$ cat src/design/tai_pkg.sv
// Constants, register map and bus states of the thermometer alarm logic.
// Assumes an SMBus master outside and a conversion engine beside the block.
package tai_pkg;
  // Bus addresses
  localparam logic [6:0] SLAVE_ADDR = 7'h4C;
  localparam logic [6:0] ARA_ADDR   = 7'h0C;
  // Read pointers
  localparam logic [7:0] RD_LTEMP   = 8'h00;
  localparam logic [7:0] RD_RTEMP   = 8'h01;
  localparam logic [7:0] RD_STATUS  = 8'h02;
  localparam logic [7:0] RD_CONFIG  = 8'h03;
  localparam logic [7:0] RD_LHIGH   = 8'h05;
  localparam logic [7:0] RD_LLOW    = 8'h06;
  localparam logic [7:0] RD_RHIGH   = 8'h07;
  localparam logic [7:0] RD_RLOW    = 8'h08;
  // Write pointers
  localparam logic [7:0] WR_CONFIG  = 8'h09;
  localparam logic [7:0] WR_LHIGH   = 8'h0B;
  localparam logic [7:0] WR_LLOW    = 8'h0C;
  localparam logic [7:0] WR_RHIGH   = 8'h0D;
  localparam logic [7:0] WR_RLOW    = 8'h0E;
  localparam logic [7:0] WR_ONESHOT = 8'h0F;
  // Shared read and write pointers
  localparam logic [7:0] RW_RFS     = 8'h19;
  localparam logic [7:0] RW_LFS     = 8'h20;
  localparam logic [7:0] RW_HYST    = 8'h21;
  // Reset values
  localparam logic [7:0] CFG_RST    = 8'h08;
  localparam logic [7:0] HIGH_RST   = 8'h55;
  localparam logic [7:0] LOW_RST    = 8'h00;
  localparam logic [7:0] FS_RST     = 8'h55;
  localparam logic [4:0] HYST_RST   = 5'h0A;
  // Configuration fields
  localparam int CFG_MASK = 7;
  localparam int CFG_STBY = 6;
  localparam int CFG_PIN2 = 5;
  // Status fields
  localparam int ST_LHI  = 6;
  localparam int ST_LLO  = 5;
  localparam int ST_RHI  = 4;
  localparam int ST_RLO  = 3;
  localparam int ST_OPEN = 2;
  localparam int ST_RFS  = 1;
  localparam int ST_LFS  = 0;
  localparam logic [7:0] ALARM_BITS = 8'h7C;
  // Bus engine states
  typedef enum logic [2:0] {
    BUS_IDLE,
    BUS_RX,
    BUS_ACK,
    BUS_TX,
    BUS_TXACK
  } tai_bus_e;
endpackage : tai_pkg
$ cat src/design/tai_alarm.sv
// Alarm, fail-safe and standby logic of a two-channel thermometer with its SMBus slave.
// Assumes pull-ups on the open-drain lines and a conversion engine on the same clock.
`timescale 1ns/1ns
`default_nettype none

// Summary of operation
// [RL1] Alarm output pulls low on any limit violation or open remote sensor.
// [RL2] Alarm output is open drain: only pulls low or releases.
// [RL3] Host reads alert response address; an asserting device acknowledges it.
// [RL4] Alert response data byte is own 7-bit address with LSB 1.
// [RL5] Lowest address wins arbitration; losers keep alarm asserted.
// [RL6] After answering, alarm releases only if its cause is gone.
// [RL7] Host repeats alert response reads while the shared line stays low.
// [RL8] Configuration bit 6 selects standby; bus stays active in standby.
// [RL9] Entering standby aborts conversion; partial results never reach value registers.
// [RL10] Write to 0x0F in standby runs one conversion of both channels.
// [RL11] Limit writes in standby re-check stored values and can raise alarm.
// [RL12] Open comparator sampled at conversion start sets status bit 2.
// [RL13] Alarm when above high limit or at or below low limit.
// [RL14] Alarm output is maskable; fail-safe output has no mask.
// [RL15] Alarm clears only when cause gone, address read and status cleared.
// [RL16] Fail-safe output pulls low when either channel exceeds its fail-safe limit.
// [RL17] Both fail-safe limits reset to 85 degrees.
// [RL18] Fail-safe releases per channel at limit minus hysteresis, without host.
// [RL19] Hysteresis is unsigned, 1 degree steps, 0 to 31, reset 10.
// [RL20] Shared pin acts as alarm output or as second fail-safe output.
// [RL21] Second fail-safe uses high limits, no mask, same hysteresis release.
// [RL22] Software should set fail-safe limits at or above high limits.
// [RL23] Slave address is 0x4C, also reported in alert response.
// [RL24] Limit comparisons re-evaluate on every result and limit write.
module tai_alarm (
  input  wire logic       clock,
  input  wire logic       srst,
  input  wire logic       scl_in,
  input  wire logic       sda_in,
  output var  logic       sda_o,
  output var  logic       sda_oe,
  input  wire logic       open_sense,
  input  wire logic       conv_start,
  input  wire logic       local_valid,
  input  wire logic [7:0] local_value,
  input  wire logic       remote_valid,
  input  wire logic [7:0] remote_value,
  output var  logic       convert_enable,
  output var  logic       alarm_pin_o,
  output var  logic       alarm_pin_oe,
  output var  logic       failsafe_overtemp_n_o,
  output var  logic       failsafe_overtemp_n_oe
);

  // Release point of a fail-safe comparison, floored at zero
  function automatic logic [7:0] tai_release(input logic [7:0] lim, input logic [4:0] hyst);
    logic [7:0] h;
    h = {3'h0, hyst};
    tai_release = (lim > h) ? lim - h : 8'h00;
  endfunction : tai_release

  logic             scl_m_reg, scl_reg, scl_d_reg;
  logic             sda_m_reg, sda_reg, sda_d_reg;
  logic             open_m_reg, open_reg;
  logic             scl_rise, scl_fall, bus_start, bus_stop;
  tai_pkg::tai_bus_e state_reg, state_next;
  logic [3:0]       cnt_reg, cnt_next;
  logic [7:0]       sh_reg, sh_next, tx_reg, tx_next, ptr_reg, ptr_next;
  logic             first_reg, first_next, rd_reg, rd_next, ara_reg, ara_next;
  logic             ack_ok_reg, ack_ok_next, bidx_reg, bidx_next;
  logic             sda_oe_reg, sda_oe_next;
  logic [7:0]       rx_byte, rd_data, tx_load;
  logic             wr_stb, st_clr, ara_ok;
  logic [7:0]       cfg_reg, cfg_next, lh_reg, lh_next, ll_reg, ll_next;
  logic [7:0]       rh_reg, rh_next, rl_reg, rl_next, lfs_reg, lfs_next, rfs_reg, rfs_next;
  logic [4:0]       hyst_reg, hyst_next;
  logic [7:0]       ltemp_reg, ltemp_next, rtemp_reg, rtemp_next, status_reg, status_next;
  logic             oneshot_reg, oneshot_next, conv_en_reg, conv_en_next;
  logic             open_flag_reg, open_flag_next;
  logic             fs_l_reg, fs_l_next, fs_r_reg, fs_r_next;
  logic             fs2_l_reg, fs2_l_next, fs2_r_reg, fs2_r_next;
  logic             alert_reg, alert_next, pin_oe_reg, failsafe_overtemp_n_oe_reg;
  logic             lhi, llo, rhi, rlo, alarm_cond;
  logic [7:0]       set_bits;

  // Two-stage synchronisers plus one delay stage for edge finding on the bus lines
  always_ff @(posedge clock) begin
    if (srst) begin
      scl_m_reg  <= 1'h1;
      scl_reg    <= 1'h1;
      scl_d_reg  <= 1'h1;
      sda_m_reg  <= 1'h1;
      sda_reg    <= 1'h1;
      sda_d_reg  <= 1'h1;
      open_m_reg <= 1'h0;
      open_reg   <= 1'h0;
    end else begin
      scl_m_reg  <= scl_in;
      scl_reg    <= scl_m_reg;
      scl_d_reg  <= scl_reg;
      sda_m_reg  <= sda_in;
      sda_reg    <= sda_m_reg;
      sda_d_reg  <= sda_reg;
      open_m_reg <= open_sense;
      open_reg   <= open_m_reg;
    end
  end

  // Edges and bus conditions, all taken after synchronisation
  assign scl_rise  = scl_reg & ~scl_d_reg;
  assign scl_fall  = ~scl_reg & scl_d_reg;
  assign bus_start = scl_reg & scl_d_reg & sda_d_reg & ~sda_reg;
  assign bus_stop  = scl_reg & scl_d_reg & ~sda_d_reg & sda_reg;
  assign rx_byte   = {sh_reg[6:0], sda_reg};

  // Register read multiplexer; unmapped pointers read zero
  always_comb begin
    unique case (ptr_reg)
      tai_pkg::RD_LTEMP:  rd_data = ltemp_reg;
      tai_pkg::RD_RTEMP:  rd_data = rtemp_reg;
      tai_pkg::RD_STATUS: rd_data = status_reg;
      tai_pkg::RD_CONFIG: rd_data = cfg_reg;
      tai_pkg::RD_LHIGH:  rd_data = lh_reg;
      tai_pkg::RD_LLOW:   rd_data = ll_reg;
      tai_pkg::RD_RHIGH:  rd_data = rh_reg;
      tai_pkg::RD_RLOW:   rd_data = rl_reg;
      tai_pkg::RW_RFS:    rd_data = rfs_reg;
      tai_pkg::RW_LFS:    rd_data = lfs_reg;
      tai_pkg::RW_HYST:   rd_data = {3'h0, hyst_reg};
      default:            rd_data = 8'h00;
    endcase
  end

  // Alert response returns own address with a one below it
  assign tx_load = ara_reg ? {tai_pkg::SLAVE_ADDR, 1'h1} : rd_data; // [RL4] [RL23]

  // Bus engine: bytes in and out, acknowledge, arbitration on our own data
  always_comb begin
    state_next  = state_reg;
    cnt_next    = cnt_reg;
    sh_next     = sh_reg;
    tx_next     = tx_reg;
    ptr_next    = ptr_reg;
    first_next  = first_reg;
    rd_next     = rd_reg;
    ara_next    = ara_reg;
    ack_ok_next = ack_ok_reg;
    bidx_next   = bidx_reg;
    sda_oe_next = sda_oe_reg;
    wr_stb      = 1'h0;
    st_clr      = 1'h0;
    ara_ok      = 1'h0;
    if (bus_stop) begin
      state_next  = tai_pkg::BUS_IDLE;
      sda_oe_next = 1'h0;
    end else if (bus_start) begin
      state_next  = tai_pkg::BUS_RX;
      cnt_next    = 4'h0;
      first_next  = 1'h1;
      sda_oe_next = 1'h0;
    end else begin
      unique case (state_reg)
        tai_pkg::BUS_IDLE: begin
        end
        tai_pkg::BUS_RX: begin
          if (scl_rise && cnt_reg != 4'h8) begin
            sh_next  = rx_byte;
            cnt_next = cnt_reg + 4'h1;
            if (cnt_reg == 4'h7 && first_reg) begin
              rd_next     = sda_reg;
              ara_next    = (sh_reg[6:0] == tai_pkg::ARA_ADDR);
              ack_ok_next = (sh_reg[6:0] == tai_pkg::SLAVE_ADDR) ||
                            ((sh_reg[6:0] == tai_pkg::ARA_ADDR) && sda_reg && alert_reg); // [RL3]
              bidx_next   = 1'h0;
            end else if (cnt_reg == 4'h7) begin
              ack_ok_next = 1'h1;
              bidx_next   = 1'h1;
              if (!bidx_reg) begin
                ptr_next = rx_byte;
              end else begin
                wr_stb = 1'h1;
              end
            end
          end else if (scl_fall && cnt_reg == 4'h8) begin
            sda_oe_next = ack_ok_reg;
            state_next  = ack_ok_reg ? tai_pkg::BUS_ACK : tai_pkg::BUS_IDLE;
          end
        end
        tai_pkg::BUS_ACK: begin
          if (scl_fall) begin
            first_next = 1'h0;
            cnt_next   = 4'h0;
            if (rd_reg) begin
              tx_next     = {tx_load[6:0], 1'h1};
              sda_oe_next = ~tx_load[7];
              st_clr      = ~ara_reg && (ptr_reg == tai_pkg::RD_STATUS);
              state_next  = tai_pkg::BUS_TX;
            end else begin
              sda_oe_next = 1'h0;
              state_next  = tai_pkg::BUS_RX;
            end
          end
        end
        tai_pkg::BUS_TX: begin
          if (scl_rise) begin
            cnt_next = cnt_reg + 4'h1;
            if (!sda_oe_reg && !sda_reg) begin
              state_next = tai_pkg::BUS_IDLE; // [RL5]
            end else if (cnt_reg == 4'h7) begin
              ara_ok = ara_reg;
            end
          end else if (scl_fall) begin
            if (cnt_reg == 4'h8) begin
              sda_oe_next = 1'h0;
              state_next  = tai_pkg::BUS_TXACK;
            end else begin
              sda_oe_next = ~tx_reg[7];
              tx_next     = {tx_reg[6:0], 1'h1};
            end
          end
        end
        tai_pkg::BUS_TXACK: begin
          if (scl_rise) begin
            state_next = sda_reg ? tai_pkg::BUS_IDLE : tai_pkg::BUS_ACK;
          end
        end
        default: state_next = tai_pkg::BUS_IDLE;
      endcase
    end
  end

  always_ff @(posedge clock) begin
    if (srst) begin
      state_reg  <= tai_pkg::BUS_IDLE;
      cnt_reg    <= 4'h0;
      sh_reg     <= 8'h00;
      tx_reg     <= 8'hFF;
      ptr_reg    <= 8'h00;
      first_reg  <= 1'h0;
      rd_reg     <= 1'h0;
      ara_reg    <= 1'h0;
      ack_ok_reg <= 1'h0;
      bidx_reg   <= 1'h0;
      sda_oe_reg <= 1'h0;
    end else begin
      state_reg  <= state_next;
      cnt_reg    <= cnt_next;
      sh_reg     <= sh_next;
      tx_reg     <= tx_next;
      ptr_reg    <= ptr_next;
      first_reg  <= first_next;
      rd_reg     <= rd_next;
      ara_reg    <= ara_next;
      ack_ok_reg <= ack_ok_next;
      bidx_reg   <= bidx_next;
      sda_oe_reg <= sda_oe_next;
    end
  end

  // Live comparisons on stored values, so a limit write re-checks at once
  assign lhi        = ltemp_reg > lh_reg;  // [RL13] [RL24] [RL11]
  assign llo        = ltemp_reg <= ll_reg; // [RL13]
  assign rhi        = rtemp_reg > rh_reg;
  assign rlo        = rtemp_reg <= rl_reg;
  assign alarm_cond = lhi | llo | rhi | rlo | open_flag_reg;
  assign set_bits   = {1'h0, lhi, llo, rhi, rlo, open_flag_reg, fs_r_reg, fs_l_reg};

  // Registers, conversion gating, status flags and alarm state
  always_comb begin
    cfg_next  = cfg_reg;
    lh_next   = lh_reg;
    ll_next   = ll_reg;
    rh_next   = rh_reg;
    rl_next   = rl_reg;
    lfs_next  = lfs_reg;
    rfs_next  = rfs_reg;
    hyst_next = hyst_reg;
    oneshot_next = oneshot_reg;
    // Remote result ends a round; a one-shot write in the same cycle still wins
    if (remote_valid && conv_en_reg) begin
      oneshot_next = 1'h0;
    end
    if (wr_stb) begin
      unique case (ptr_reg)
        tai_pkg::WR_CONFIG:  cfg_next  = rx_byte; // [RL8] [RL14] [RL20]
        tai_pkg::WR_LHIGH:   lh_next   = rx_byte;
        tai_pkg::WR_LLOW:    ll_next   = rx_byte;
        tai_pkg::WR_RHIGH:   rh_next   = rx_byte;
        tai_pkg::WR_RLOW:    rl_next   = rx_byte;
        tai_pkg::RW_RFS:     rfs_next  = rx_byte;
        tai_pkg::RW_LFS:     lfs_next  = rx_byte;
        tai_pkg::RW_HYST:    hyst_next = rx_byte[4:0]; // [RL19]
        tai_pkg::WR_ONESHOT: oneshot_next = oneshot_next | cfg_reg[tai_pkg::CFG_STBY]; // [RL10]
        default: begin
        end
      endcase
    end
    // Dropping results while disabled keeps aborted conversions out of the values
    ltemp_next = (local_valid && conv_en_reg) ? local_value : ltemp_reg;    // [RL9]
    rtemp_next = (remote_valid && conv_en_reg) ? remote_value : rtemp_reg;  // [RL9]
    conv_en_next   = ~cfg_next[tai_pkg::CFG_STBY] | oneshot_next; // [RL8]
    open_flag_next = (conv_start && conv_en_reg) ? open_reg : open_flag_reg; // [RL12]
    // Set beats clear-on-read so a violation in the read cycle survives
    status_next = (status_reg & ~{8{st_clr}}) | set_bits;
    // Fail-safe channels with hysteresis, released without host action
    fs_l_next  = fs_l_reg ? (ltemp_reg > tai_release(lfs_reg, hyst_reg)) : (ltemp_reg > lfs_reg); // [RL16] [RL18]
    fs_r_next  = fs_r_reg ? (rtemp_reg > tai_release(rfs_reg, hyst_reg)) : (rtemp_reg > rfs_reg); // [RL16] [RL18]
    fs2_l_next = fs2_l_reg ? (ltemp_reg > tai_release(lh_reg, hyst_reg)) : lhi; // [RL21]
    fs2_r_next = fs2_r_reg ? (rtemp_reg > tai_release(rh_reg, hyst_reg)) : rhi; // [RL21]
    // Alarm latches until answered with cause gone and status clear
    if (cfg_reg[tai_pkg::CFG_MASK] || cfg_reg[tai_pkg::CFG_PIN2]) begin
      alert_next = 1'h0; // [RL14]
    end else if (alert_reg) begin
      alert_next = !(ara_ok && !alarm_cond && ((status_next & tai_pkg::ALARM_BITS) == 8'h00)); // [RL6] [RL15]
    end else begin
      alert_next = |(status_reg & tai_pkg::ALARM_BITS); // [RL1]
    end
  end

  always_ff @(posedge clock) begin
    if (srst) begin
      cfg_reg       <= tai_pkg::CFG_RST;
      lh_reg        <= tai_pkg::HIGH_RST;
      ll_reg        <= tai_pkg::LOW_RST;
      rh_reg        <= tai_pkg::HIGH_RST;
      rl_reg        <= tai_pkg::LOW_RST;
      lfs_reg       <= tai_pkg::FS_RST; // [RL17]
      rfs_reg       <= tai_pkg::FS_RST; // [RL17]
      hyst_reg      <= tai_pkg::HYST_RST; // [RL19]
      ltemp_reg     <= 8'h00;
      rtemp_reg     <= 8'h00;
      status_reg    <= 8'h00;
      oneshot_reg   <= 1'h0;
      conv_en_reg   <= 1'h0;
      open_flag_reg <= 1'h0;
      fs_l_reg      <= 1'h0;
      fs_r_reg      <= 1'h0;
      fs2_l_reg     <= 1'h0;
      fs2_r_reg     <= 1'h0;
      alert_reg     <= 1'h0;
      pin_oe_reg    <= 1'h0;
      failsafe_overtemp_n_oe_reg  <= 1'h0;
    end else begin
      cfg_reg       <= cfg_next;
      lh_reg        <= lh_next;
      ll_reg        <= ll_next;
      rh_reg        <= rh_next;
      rl_reg        <= rl_next;
      lfs_reg       <= lfs_next;
      rfs_reg       <= rfs_next;
      hyst_reg      <= hyst_next;
      ltemp_reg     <= ltemp_next;
      rtemp_reg     <= rtemp_next;
      status_reg    <= status_next;
      oneshot_reg   <= oneshot_next;
      conv_en_reg   <= conv_en_next;
      open_flag_reg <= open_flag_next;
      fs_l_reg      <= fs_l_next;
      fs_r_reg      <= fs_r_next;
      fs2_l_reg     <= fs2_l_next;
      fs2_r_reg     <= fs2_r_next;
      alert_reg     <= alert_next;
      pin_oe_reg    <= cfg_reg[tai_pkg::CFG_PIN2] ? (fs2_l_reg | fs2_r_reg) : alert_reg; // [RL20]
      failsafe_overtemp_n_oe_reg  <= fs_l_reg | fs_r_reg; // [RL14]
    end
  end

  // Open-drain pins only ever drive low
  assign sda_o                  = 1'h0;
  assign sda_oe                 = sda_oe_reg;
  assign alarm_pin_o            = 1'h0; // [RL2]
  assign alarm_pin_oe           = pin_oe_reg;
  assign failsafe_overtemp_n_o  = 1'h0;
  assign failsafe_overtemp_n_oe = failsafe_overtemp_n_oe_reg;
  assign convert_enable         = conv_en_reg;
endmodule : tai_alarm

`default_nettype wire

$ cat config.mk
export PLATFORM = sky130hd
export DESIGN_NAME = tai_alarm
export DESIGN_NICKNAME = d
export VERILOG_FILES = /design/src/design/tai_pkg.sv /design/src/design/tai_alarm.sv
export SDC_FILE = /design/constraint.sdc
export NUM_CORES = 1
export LEC_CHECK = 0
export ABC_AREA = 0
export BUFFER_PORTS_ARGS = -buffer_cell sky130_fd_sc_hd__buf_2
export CELL_PAD_IN_SITES_DETAIL_PLACEMENT = 2
export CELL_PAD_IN_SITES_GLOBAL_PLACEMENT = 2
export CORE_ASPECT_RATIO = 1.75
export CORE_UTILIZATION = 39
export DETAILED_ROUTE_END_ITERATION = 10
export GPL_TIMING_DRIVEN = 0
export PLACE_DENSITY = 0.77
export SLEW_MARGIN = 30
export SYNTH_ARGS = -nofsm -noshare
export SYNTH_HDL_FRONTEND = slang
export SYNTH_SLANG_ARGS = --single-unit
$ cat constraint.sdc
create_clock -name clock -period 3.7 [get_ports clock]
set_input_delay 0.555 -clock clock [delete_from_list [all_inputs] [get_ports clock]]
set_output_delay 0.555 -clock clock [all_outputs]
set_load 0.02 [all_outputs]
Word level (Yosys, flattened, before mapping) --
Cells that the tools add are included.
Storage, ports and cells: register bits after elaboration 139, input port bits 24, output and inout bits 7, word-level logic and storage cells 260
Operators by class: add/subtract/negate cells 5, order comparisons 14, equality and inequality tests 46, mux-type cells 73, bitwise operators 31, reduce and logical (&&, ||, !) cells 49
Operators by type and width (count):
- $pmux W8 S11 | 1
- $mux W8 | 10
- $gt A8 B8 Y1 | 8
- $eq A8 B4 Y1 const B | 7
- $mux W1 | 41
- $gt A8 B5 Y1 | 4
- $sub A8 B5 Y8 | 4
- $ne A3 B3 Y1 const B | 9
- $eq A8 B3 Y1 const B | 3
- $mux W3 | 8
- $reduce_and A8 Y1 | 3
- $ne A2 B2 Y1 const B | 9
- $eq A8 B2 Y1 const B | 2
- $eq A8 B6 Y1 const B | 2
- $le A8 B8 Y1 | 2
- $logic_not A8 Y1 | 2
- $mux W4 | 4
- $ne A4 B4 Y1 const B | 4
- $pmux W8 S2 | 1
- $reduce_and A2 Y1 | 8
- $pmux W3 S5 | 1
- $reduce_and A5 Y1 | 3
- $mux W7 | 2
- $not A1 Y1 | 13
- other kinds (32) | 67

Logic depth before layout (Yosys ltp) --
Gate-level depths: netlist (run 1).
word-level depth 14, mapped depth 16, depth with buffers taken out 16

Least setup slack after synthesis (run 1) --
No wires, ideal clock.
path type flip-flop to flip-flop, from reg rfs_reg[0], to reg fs_r_reg, setup time 0.132 ns, arrival 2.878 ns, required time 3.568 ns, slack 0.689 ns, cell stages (with the launch flop) 17, path buffers 0, clock period less this slack 3.011 ns, path through dfxtp_1 -> inv_1 -> ha_1 -> fa_1 -> nand2b_1 -> a21boi_0 -> o21ai_0 -> a32oi_1 -> or3_1 -> nand2b_1 -> ha_1 -> nor2b_1 -> o21a_1 -> o21ai_0 -> a21oi_1 -> o221ai_1 -> a21oi_1
On the way: longest elaborated chain between the ends 4, elaborated cells between the ends (all ways) 6, classes of those cells add/sub: 1; order compare: 3; mux: 2
Ends and longest elaborated chain:
- start, declared | RTL line tai_alarm.sv:71 | logic [7:0] rh_reg, rh_next, rl_reg, rl_next, lfs_reg, lfs_next, rfs_reg, rfs_next;
- start signal, assigned | RTL line tai_alarm.sv:324 | rfs_reg <= tai_pkg::FS_RST;
- start signal, assigned | RTL line tai_alarm.sv:346 | rfs_reg <= rfs_next;
- $sub A8 B5 Y8 or $gt A8 B5 Y1 (tied branches) | RTL line tai_alarm.sv:55 | tai_release = (lim > h) ? lim - h : 8'h00;
- $mux W8 | RTL line tai_alarm.sv:55
- $gt A8 B8 Y1 | RTL line tai_alarm.sv:303 | fs_r_next = fs_r_reg ? (rtemp_reg > tai_release(rfs_reg, hyst_reg)) : (rtemp_reg > rfs_reg);
- $mux W1 (*) | RTL line tai_alarm.sv:303
- end signal, assigned | RTL line tai_alarm.sv:355 | fs_r_reg <= fs_r_next;
- end, declared | RTL line tai_alarm.sv:76 | logic fs_l_reg, fs_l_next, fs_r_reg, fs_r_next;
Every way passes the cells marked *; elsewhere a longest branch is shown, timed or not. A chain may end at the register's enable or synchronous reset.

Worst setup path after layout (run 1) --
from reg hyst_reg[1], to reg fs_r_reg
On the way: longest elaborated chain between the ends 4, elaborated cells between the ends (all ways) 5, classes of those cells add/sub: 1; order compare: 2; mux: 2
Ends and longest elaborated chain:
- start, declared | RTL line tai_alarm.sv:72 | logic [4:0] hyst_reg, hyst_next;
- start signal, assigned | RTL line tai_alarm.sv:325 | hyst_reg <= tai_pkg::HYST_RST;
- start signal, assigned | RTL line tai_alarm.sv:347 | hyst_reg <= hyst_next;
- $sub A8 B5 Y8 or $gt A8 B5 Y1 (tied branches) | RTL line tai_alarm.sv:55
- $mux W8 (*) | RTL line tai_alarm.sv:55
- $gt A8 B8 Y1 (*) | RTL line tai_alarm.sv:303
- $mux W1 (*) | RTL line tai_alarm.sv:303
Marked as above.

==> flow_metrics.py, run 1 <==
metrics = {
    "power_and_ir_drop": {
        "switchingPower_mw": 0.969,
        "p_per_area_nw_per_um2": 345,
        "leakagePower_nw": 4.43,
        "power.share.switching_pct": 26.9,
        "clkPwrFrac_pct": 49.5,
        "comb_power_share_pct": 7.2,
        "peakVddDrop_uv": 387,
        "internal_power_mw": 2.63,
        "seqPwrFrac_pct": 43.3,
    },
    "floorplan": {
        "ioPinCount": 31,
        "die_y_um": 206,
        "rows": 74,
        "die_w_um": 119,
        "dieArea_um2": 24400,
        "initial_core_util_pct": 39.7,
        "core_area_um2": 23300,
    },
    "yosys": {
        "synth-compound-area-share_pct": 18.6,
        "synth.yosys.seq_area_share_pct": 29.8,
        "synth_top_family_by_area": "simple AND/OR/NAND/NOR gates",
        "synthFlopType": "dfxtp_1",
        "muxShareOfSynthArea_pct": 7.70,
        "synth_fa_ha_area_share_pct": 15.0,
        "yosysWarnings": 0,
        "synthArstFlopShare_pct": 0,
        "synth_cell_types": 70,
        "postSynthCellCount": 1141,
        "syn_avg_cell_area_um2": 8.13,
        "yosys.area_share.simple_pct": 23.0,
        "yosys.area_share.xor_xnor_pct": 0.0945,
        "synth_edf_count": 0,
        "synth_seq_cells": 138,
        "syn-cell-area_um2": 9270,
    },
    "clock_network": {
        "cts.sinks": 138,
        "cts_tree": "yes",
        "clock_latency_ps": 440,
        "htreeDepth": 4,
        "root_buffer": "clkbuf_16",
        "holdBufCountCts": 0,
        "clock_path_buffers": 2,
        "cts_buffers": 17,
        "path_clk_slew_ps": 60,
    },
    "route": {
        "dr_total_vias": 9054,
        "ant_nets": 0,
        "wire_per_inst_um": 25.9,
        "drt_wl_total_um": 39000,
        "drcViolationCount": 0,
        "avgViaCountPerCell": 6.01,
        "first_iter_violations": 352,
        "firstDrtPassIters": 4,
    },
    "layout": {
        "syn2layout_area_growth_pct": 12.6,
        "fillerInstances": 2725,
        "antenna_cells": 0,
        "final_cells": 1506,
        "drive_gt1_share_pct": 9.32,
        "finalNetCount": 1322,
    },
    "min_path": {
        "min_from": "sda_in",
        "min_to": "sda_m_reg",
        "hold_path_class": "in2reg",
        "hold_path_depth": 2,
    },
    "critical_path": {
        "critPathLaunchType": "flip-flop",
        "reg2reg_depth": 15,
        "cp.required_ps": 4000,
        "worst_r2r_endpoint": "fs_r_reg",
        "cp_max_fo": 6,
        "cp.arrival_ps": 3760,
        "r2r_slack_ps": 250,
        "path_class": "reg2reg",
        "cp-end-kind": "flip-flop",
        "r2r_start": "hyst_reg[1]",
    },
    "placed_design": {
        "hpwl_um": 29700,
        "gp_congestion": 0.927,
        "place_ws_ps": -172,
        "post-place-cells": 1471,
        "io_buffers": 24,
    },
    "sta": {
        "relSlewSlack_pct": 33.7,
        "hold_violations": 0,
        "setup_ws_ps": 248,
        "period_needed_ps": 3450,
        "max_freq_ghz": 0.290,
        "worst_slew_pin_slew_ps": 994,
        "drv_slew": 0,
        "final-setup-viol-count": 0,
        "fin_crit_sh_pct": 93.3,
        "rsz0062_at_grt": "no",
        "finClkSkew_ps": 11.1,
    },
    "outcome": {
        "status": "completed",
    },
    "global_route": {
        "first_global_vias": 9956,
        "antenna_found_initial": 0,
        "grt_usage_pct": 33.0,
        "grt_max_degree": 17,
        "grt_pass1_wl_um": 59000,
        "grt_overflow": 0,
    },
    "flow_run": {
        "drv_cap": 0,
    },
}
-- cells by family (layout without fill, tap and decap cells) --
group | Yosys count | in the layout
AO/OA/AOI/OAI | 273 | 273
XOR/XNOR | 1 | 1
adder cells (fa/ha/maj) | 109 | 109
buffers and inverters | 132 | 191
flip-flops | 138 | 138
multiplexers | 69 | 69
other | 1 | 3
AND/OR/NAND/NOR | 418 | 418
-- critical path: stages (launching register included) --
cell and delay [ps]:
dfxtp_4 470, clkinvlp_4 260, ha_1 340, nor2b_1 140
o21ai_0 250, a21boi_0 180, o21ai_0 390, and3_1 220
o21ai_0 90, ha_1 300, a21oi_1 150, nor2b_1 50
o21ai_0 140, nand2b_1 80, o221ai_1 170, a21oi_1 80
-- metal layers --
metal / GRT usage [%] / part of all wire [%] / up-vias
met5: 0 / 0 / -
met4: 26.9 / 8.7 / 0
met3: 4.91 / 3.2 / 134
met2: 61.5 / 52 / 200
met1: 31.9 / 36 / 4536
li1: - / - / 4184
-- worst max-delay path by stage --
stage	start	end	slack (ps)	depth (start not counted)
6_report	hyst_reg[1]	fs_r_reg	250	15
5_1_grt	hyst_reg[1]	fs2_r_reg	5	15
4_1_cts	hyst_reg[0]	fs_l_reg	30	15
3_5_place_dp	hyst_reg[1]	fs_l_reg	-170	15
3_3_place_gp	hyst_reg[1]	fs_l_reg	-40	15
2_1_floorplan	rfs_reg[0]	fs_r_reg	690	16
-- cell usage in the layout (no fill, tap or decap), types with 6 or more instances in the layout --
cell and n:
o21ai_0 59, and3_1 6, and4_1 8, o211ai_1 9
a32oi_1 8, nand3_1 44, nor2_1 112, mux2i_1 59
nand4_1 20, or3_1 7, nor3_1 15, a22oi_1 12
clkbuf_16 17, clkbuf_1 36, mux2_2 9, a21boi_0 8
a211oi_1 11, a21o_1 6, a31oi_1 6, or2_2 7
a211o_1 8, nand2b_1 22, buf_2 32, inv_1 73
ha_1 105, buf_4 9, nor2b_1 34, o22ai_1 8
a21oi_1 91, o21a_1 11, dfxtp_1 134, nand2_1 104
-- power by group through the flow --
stage | combinational, mW | sequential (mW) | clock (mW)
after floorplan | 0.161 | 1.56 | 0
after global placement | 0.247 | 1.59 | 0
after detailed placement | 0.259 | 1.59 | 0
after CTS | 0.262 | 1.56 | 1.80
after global routing | 0.288 | 1.56 | 1.86
final | 0.260 | 1.56 | 1.78
-- synth_stat cells, types with 7 or more instances --
cell type	n	share of area, %
ha_1	105	14
nand4_1	20	1.3
inv_1	74	3.0
a21boi_0	9	0.73
mux2_2	9	1.1
dfxtp_1	138	30
nand2b_1	22	1.5
clkbuf_1	37	1.5
o22ai_1	8	0.54
or3_1	11	0.74
o211ai_1	9	0.73
nand2_1	104	4.2
a211oi_1	11	0.89
a21oi_1	91	4.9
nor2b_1	34	2.3
or2_2	7	0.47
mux2i_1	59	6.4
o21ai_0	62	3.3
nor2_1	112	4.5
nand3_1	44	2.4
a211o_1	8	0.76
nor3_1	15	0.81
a22oi_1	12	0.97
a32oi_1	8	0.76
o21a_1	11	0.89
and4_1	8	0.76
buf_2	8	0.43
-- through the flow --
stage	power, mW	util (%)	TNS, ps	cell area, um^2	hold WS (ps)
floorplan	1.73	-	0	9280	389
global placement	1.84	41.9	-83.9	9780	399
detailed placement	1.85	41.9	-484	9780	401
CTS	3.62	44.5	0	10400	281
global route	3.71	44.8	0	10400	286
finish	3.60	44.8	0	10400	298
-- layout make-up --
class / instances / area (um^2) / share of cell area (%)
sequential: 138 / 2770 / 26.5
tap: 304 / 380 / 3.64
clock inverter: 14 / 163 / 1.56
multi-input combinational: 873 / 6010 / 57.5
inverter: 75 / 285 / 2.73
clock buffer: 18 / 439 / 4.21
timing repair buffer: 27 / 143 / 1.37
buffer: 57 / 255 / 2.44
-- timing repair --
item,4_1_cts,5_1_grt
setup buffers,0,3
gates resized for setup,2,13
pin swaps,0,3
setup endpoints to repair,4,4
(Power assumes the default switching activity.)
==> run 2, diff against run 1 <==
--- a/config.mk
+++ b/config.mk
@@ -11,6 +11,7 @@
 export CELL_PAD_IN_SITES_GLOBAL_PLACEMENT = 2
 export CORE_ASPECT_RATIO = 1.75
 export CORE_UTILIZATION = 39
+export CTS_BUF_LIST = sky130_fd_sc_hd__clkbuf_16
 export DETAILED_ROUTE_END_ITERATION = 10
 export GPL_TIMING_DRIVEN = 0
 export PLACE_DENSITY = 0.77
==> run 2 against run 1 <==
  * Combinational power hardly changed
  * Via count hardly changed
  * Critical endpoint unchanged
  * Largest power group unchanged
  * Sequential share of layout area hardly changed
  * Critical path depth stayed put
  * Sequential power hardly changed
  * Non-clock buffer count stayed put
  * Total power is 0.58% lower
  * Die area stayed put
  * Clock power hardly changed
  * Final cell count stayed put
  * Routed wire length hardly changed
==> flow_metrics.py, run 2 (same netlist as run 1, synthesis figures left out) <==
metrics = {
    "outcome": {
        "status": "completed",
    },
    "clock_network": {
        "clock_path_buffers": 2,
        "cts.sinks": 138,
        "cts_buffers": 17,
        "root_buffer": "clkbuf_16",
        "path_clk_slew_ps": 60,
        "cts_tree": "yes",
        "clock_latency_ps": 440,
        "htreeDepth": 4,
    },
    "critical_path": {
        "cp-end-kind": "flip-flop",
        "critPathLaunchType": "flip-flop",
        "cp_max_fo": 6,
        "path_class": "reg2reg",
        "cp.arrival_ps": 3770,
        "r2r_start": "hyst_reg[1]",
        "cp.required_ps": 4000,
        "crit_path_start": "hyst_reg[1]",
    },
    "route": {
        "drcViolationCount": 0,
        "firstDrtPassIters": 5,
        "ant_nets": 0,
        "dr_total_vias": 9053,
        "avgViaCountPerCell": 6.01,
        "first_iter_violations": 377,
        "drt_wl_total_um": 39000,
        "wire_per_inst_um": 25.9,
    },
    "flow_run": {
        "drv_cap": 0,
    },
    "floorplan": {
        "core_area_um2": 23300,
        "dieArea_um2": 24400,
        "die_y_um": 206,
        "ioPinCount": 31,
        "rows": 74,
        "die_w_um": 119,
        "initial_core_util_pct": 39.7,
    },
    "power_and_ir_drop": {
        "switchingPower_mw": 0.969,
        "internal_power_mw": 2.61,
        "power.share.switching_pct": 27.1,
        "p_total_mw": 3.58,
        "p_per_area_nw_per_um2": 343,
        "peakVddDrop_uv": 389,
        "leakagePower_nw": 4.42,
        "comb_power_share_pct": 7.3,
        "seqPwrFrac_pct": 43.5,
        "clkPwrFrac_pct": 49.2,
    },
    "layout": {
        "syn2layout_area_growth_pct": 12.5,
        "drive_gt1_share_pct": 9.15,
        "final_cell_mix": "134 x dfxtp_1, 112 x nor2_1, 105 x ha_1",
        "finalNetCount": 1322,
        "layout_commonest_cell": "dfxtp_1",
        "antenna_cells": 0,
        "fin_area_um2": 10400,
    },
    "sta": {
        "worst_slew_pin_slew_ps": 990,
        "drv_slew": 0,
        "finClkSkew_ps": 6.82,
        "relSlewSlack_pct": 34.0,
        "fin_crit_sh_pct": 93.6,
        "final-setup-viol-count": 0,
        "period_needed_ps": 3460,
        "hold_violations": 0,
        "max_freq_ghz": 0.289,
    },
    "global_route": {
        "grt_overflow": 0,
        "grt_max_degree": 17,
        "antenna_found_initial": 0,
        "grt_usage_pct": 32.9,
        "first_global_vias": 9945,
        "grt_pass1_wl_um": 58900,
    },
    "placed_design": {
        "io_buffers": 24,
        "placed_cell_area_um2": 9780,
        "hpwl_um": 29700,
        "gp_congestion": 0.927,
    },
    "min_path": {
        "min_from": "sda_in",
        "hold_path_class": "in2reg",
    },
}
==> run 2: cell types whose count changed in the layout (fill, tap and decap cells not counted) <==
| cell | previous run | this run |
|---|---|---|
| clkbuf_8 | 1 | 0 |
| clkinv_1 | 1 | 2 |
| o21ai_1 | 2 | 3 |
| o21ai_2 | 1 | 0 |
==> run 2: timing repair <==
action / in CTS / in global routing
gates resized for setup: 2 / 12
setup endpoints to repair: 4 / 4
cloned: 0 / 0
hold endpoints to repair: 0 / 0
pin swaps: 0 / 3
buffers inserted: 0 / 3
hold buffers: 0 / 0
==> run 2: through the flow <==
stage | hold slack [ps] | util (%) | cells | TNS [ps] | setup WS [ps]
after floorplan | 389 | - | 1143 | 0 | 689
after global placement | 399 | 41.9 | 1471 | -83.9 | -44.8
after detailed placement | 401 | 41.9 | 1471 | -484 | -172
after CTS | 284 | 44.5 | 1503 | 0 | 29.2
after global routing | 286 | 44.7 | 1506 | -1.53 | -1.53
final | 295 | 44.7 | 1506 | 0 | 235
==> run 2: cell type report <==
| type | instances | area (um^2) |
|---|---|---|
| Multi-Input combinational cell | 873 | 6000 |
| Buffer | 57 | 255 |
| Fill cell | 2730 | 12900 |
| Clock inverter | 15 | 166 |
| Tap cell | 304 | 380 |
| Timing Repair Buffer | 27 | 143 |
| Sequential cell | 138 | 2770 |
| Clock buffer | 17 | 425 |
| Inverter | 75 | 285 |
==> run 2: worst paths after layout <==
| kind | slack (ps) | cells after the start | endpoint |
|---|---|---|---|
| setup / recovery | 240 | 15 | fs_r_reg |
| hold / removal | 300 | 2 | sda_m_reg |
| setup reg to reg | 240 | 15 | fs_r_reg |
| hold reg to reg | 410 | 1 | sda_reg |
==> run 2: critical path, stage by stage, from the launching register on <==
cell	delay, ps
dfxtp_4	470
clkinvlp_4	260
ha_1	350
nor2b_1	140
o21ai_0	250
a21boi_0	180
o21ai_0	390
and3_1	220
o21ai_0	90
ha_1	300
a21oi_1	150
nor2b_1	50
o21ai_0	140
nand2b_1	80
o221ai_1	170
a21oi_1	80
==> run 2: power groups by stage <==
stage               Combinational, mW  Sequential (mW)  Clock (mW)
floorplan                       0.161             1.56           0
global placement                0.247             1.59           0
detailed placement              0.259             1.59           0
CTS                             0.262             1.56        1.78
global route                    0.288             1.56        1.84
finish                          0.261             1.56        1.76
==> run 2: per-layer routing <==
metal	routed length (um)	track usage, %
met5	0	0
met4	3420	26.8
met3	1120	4.88
met2	20200	61.6
met1	14200	31.8
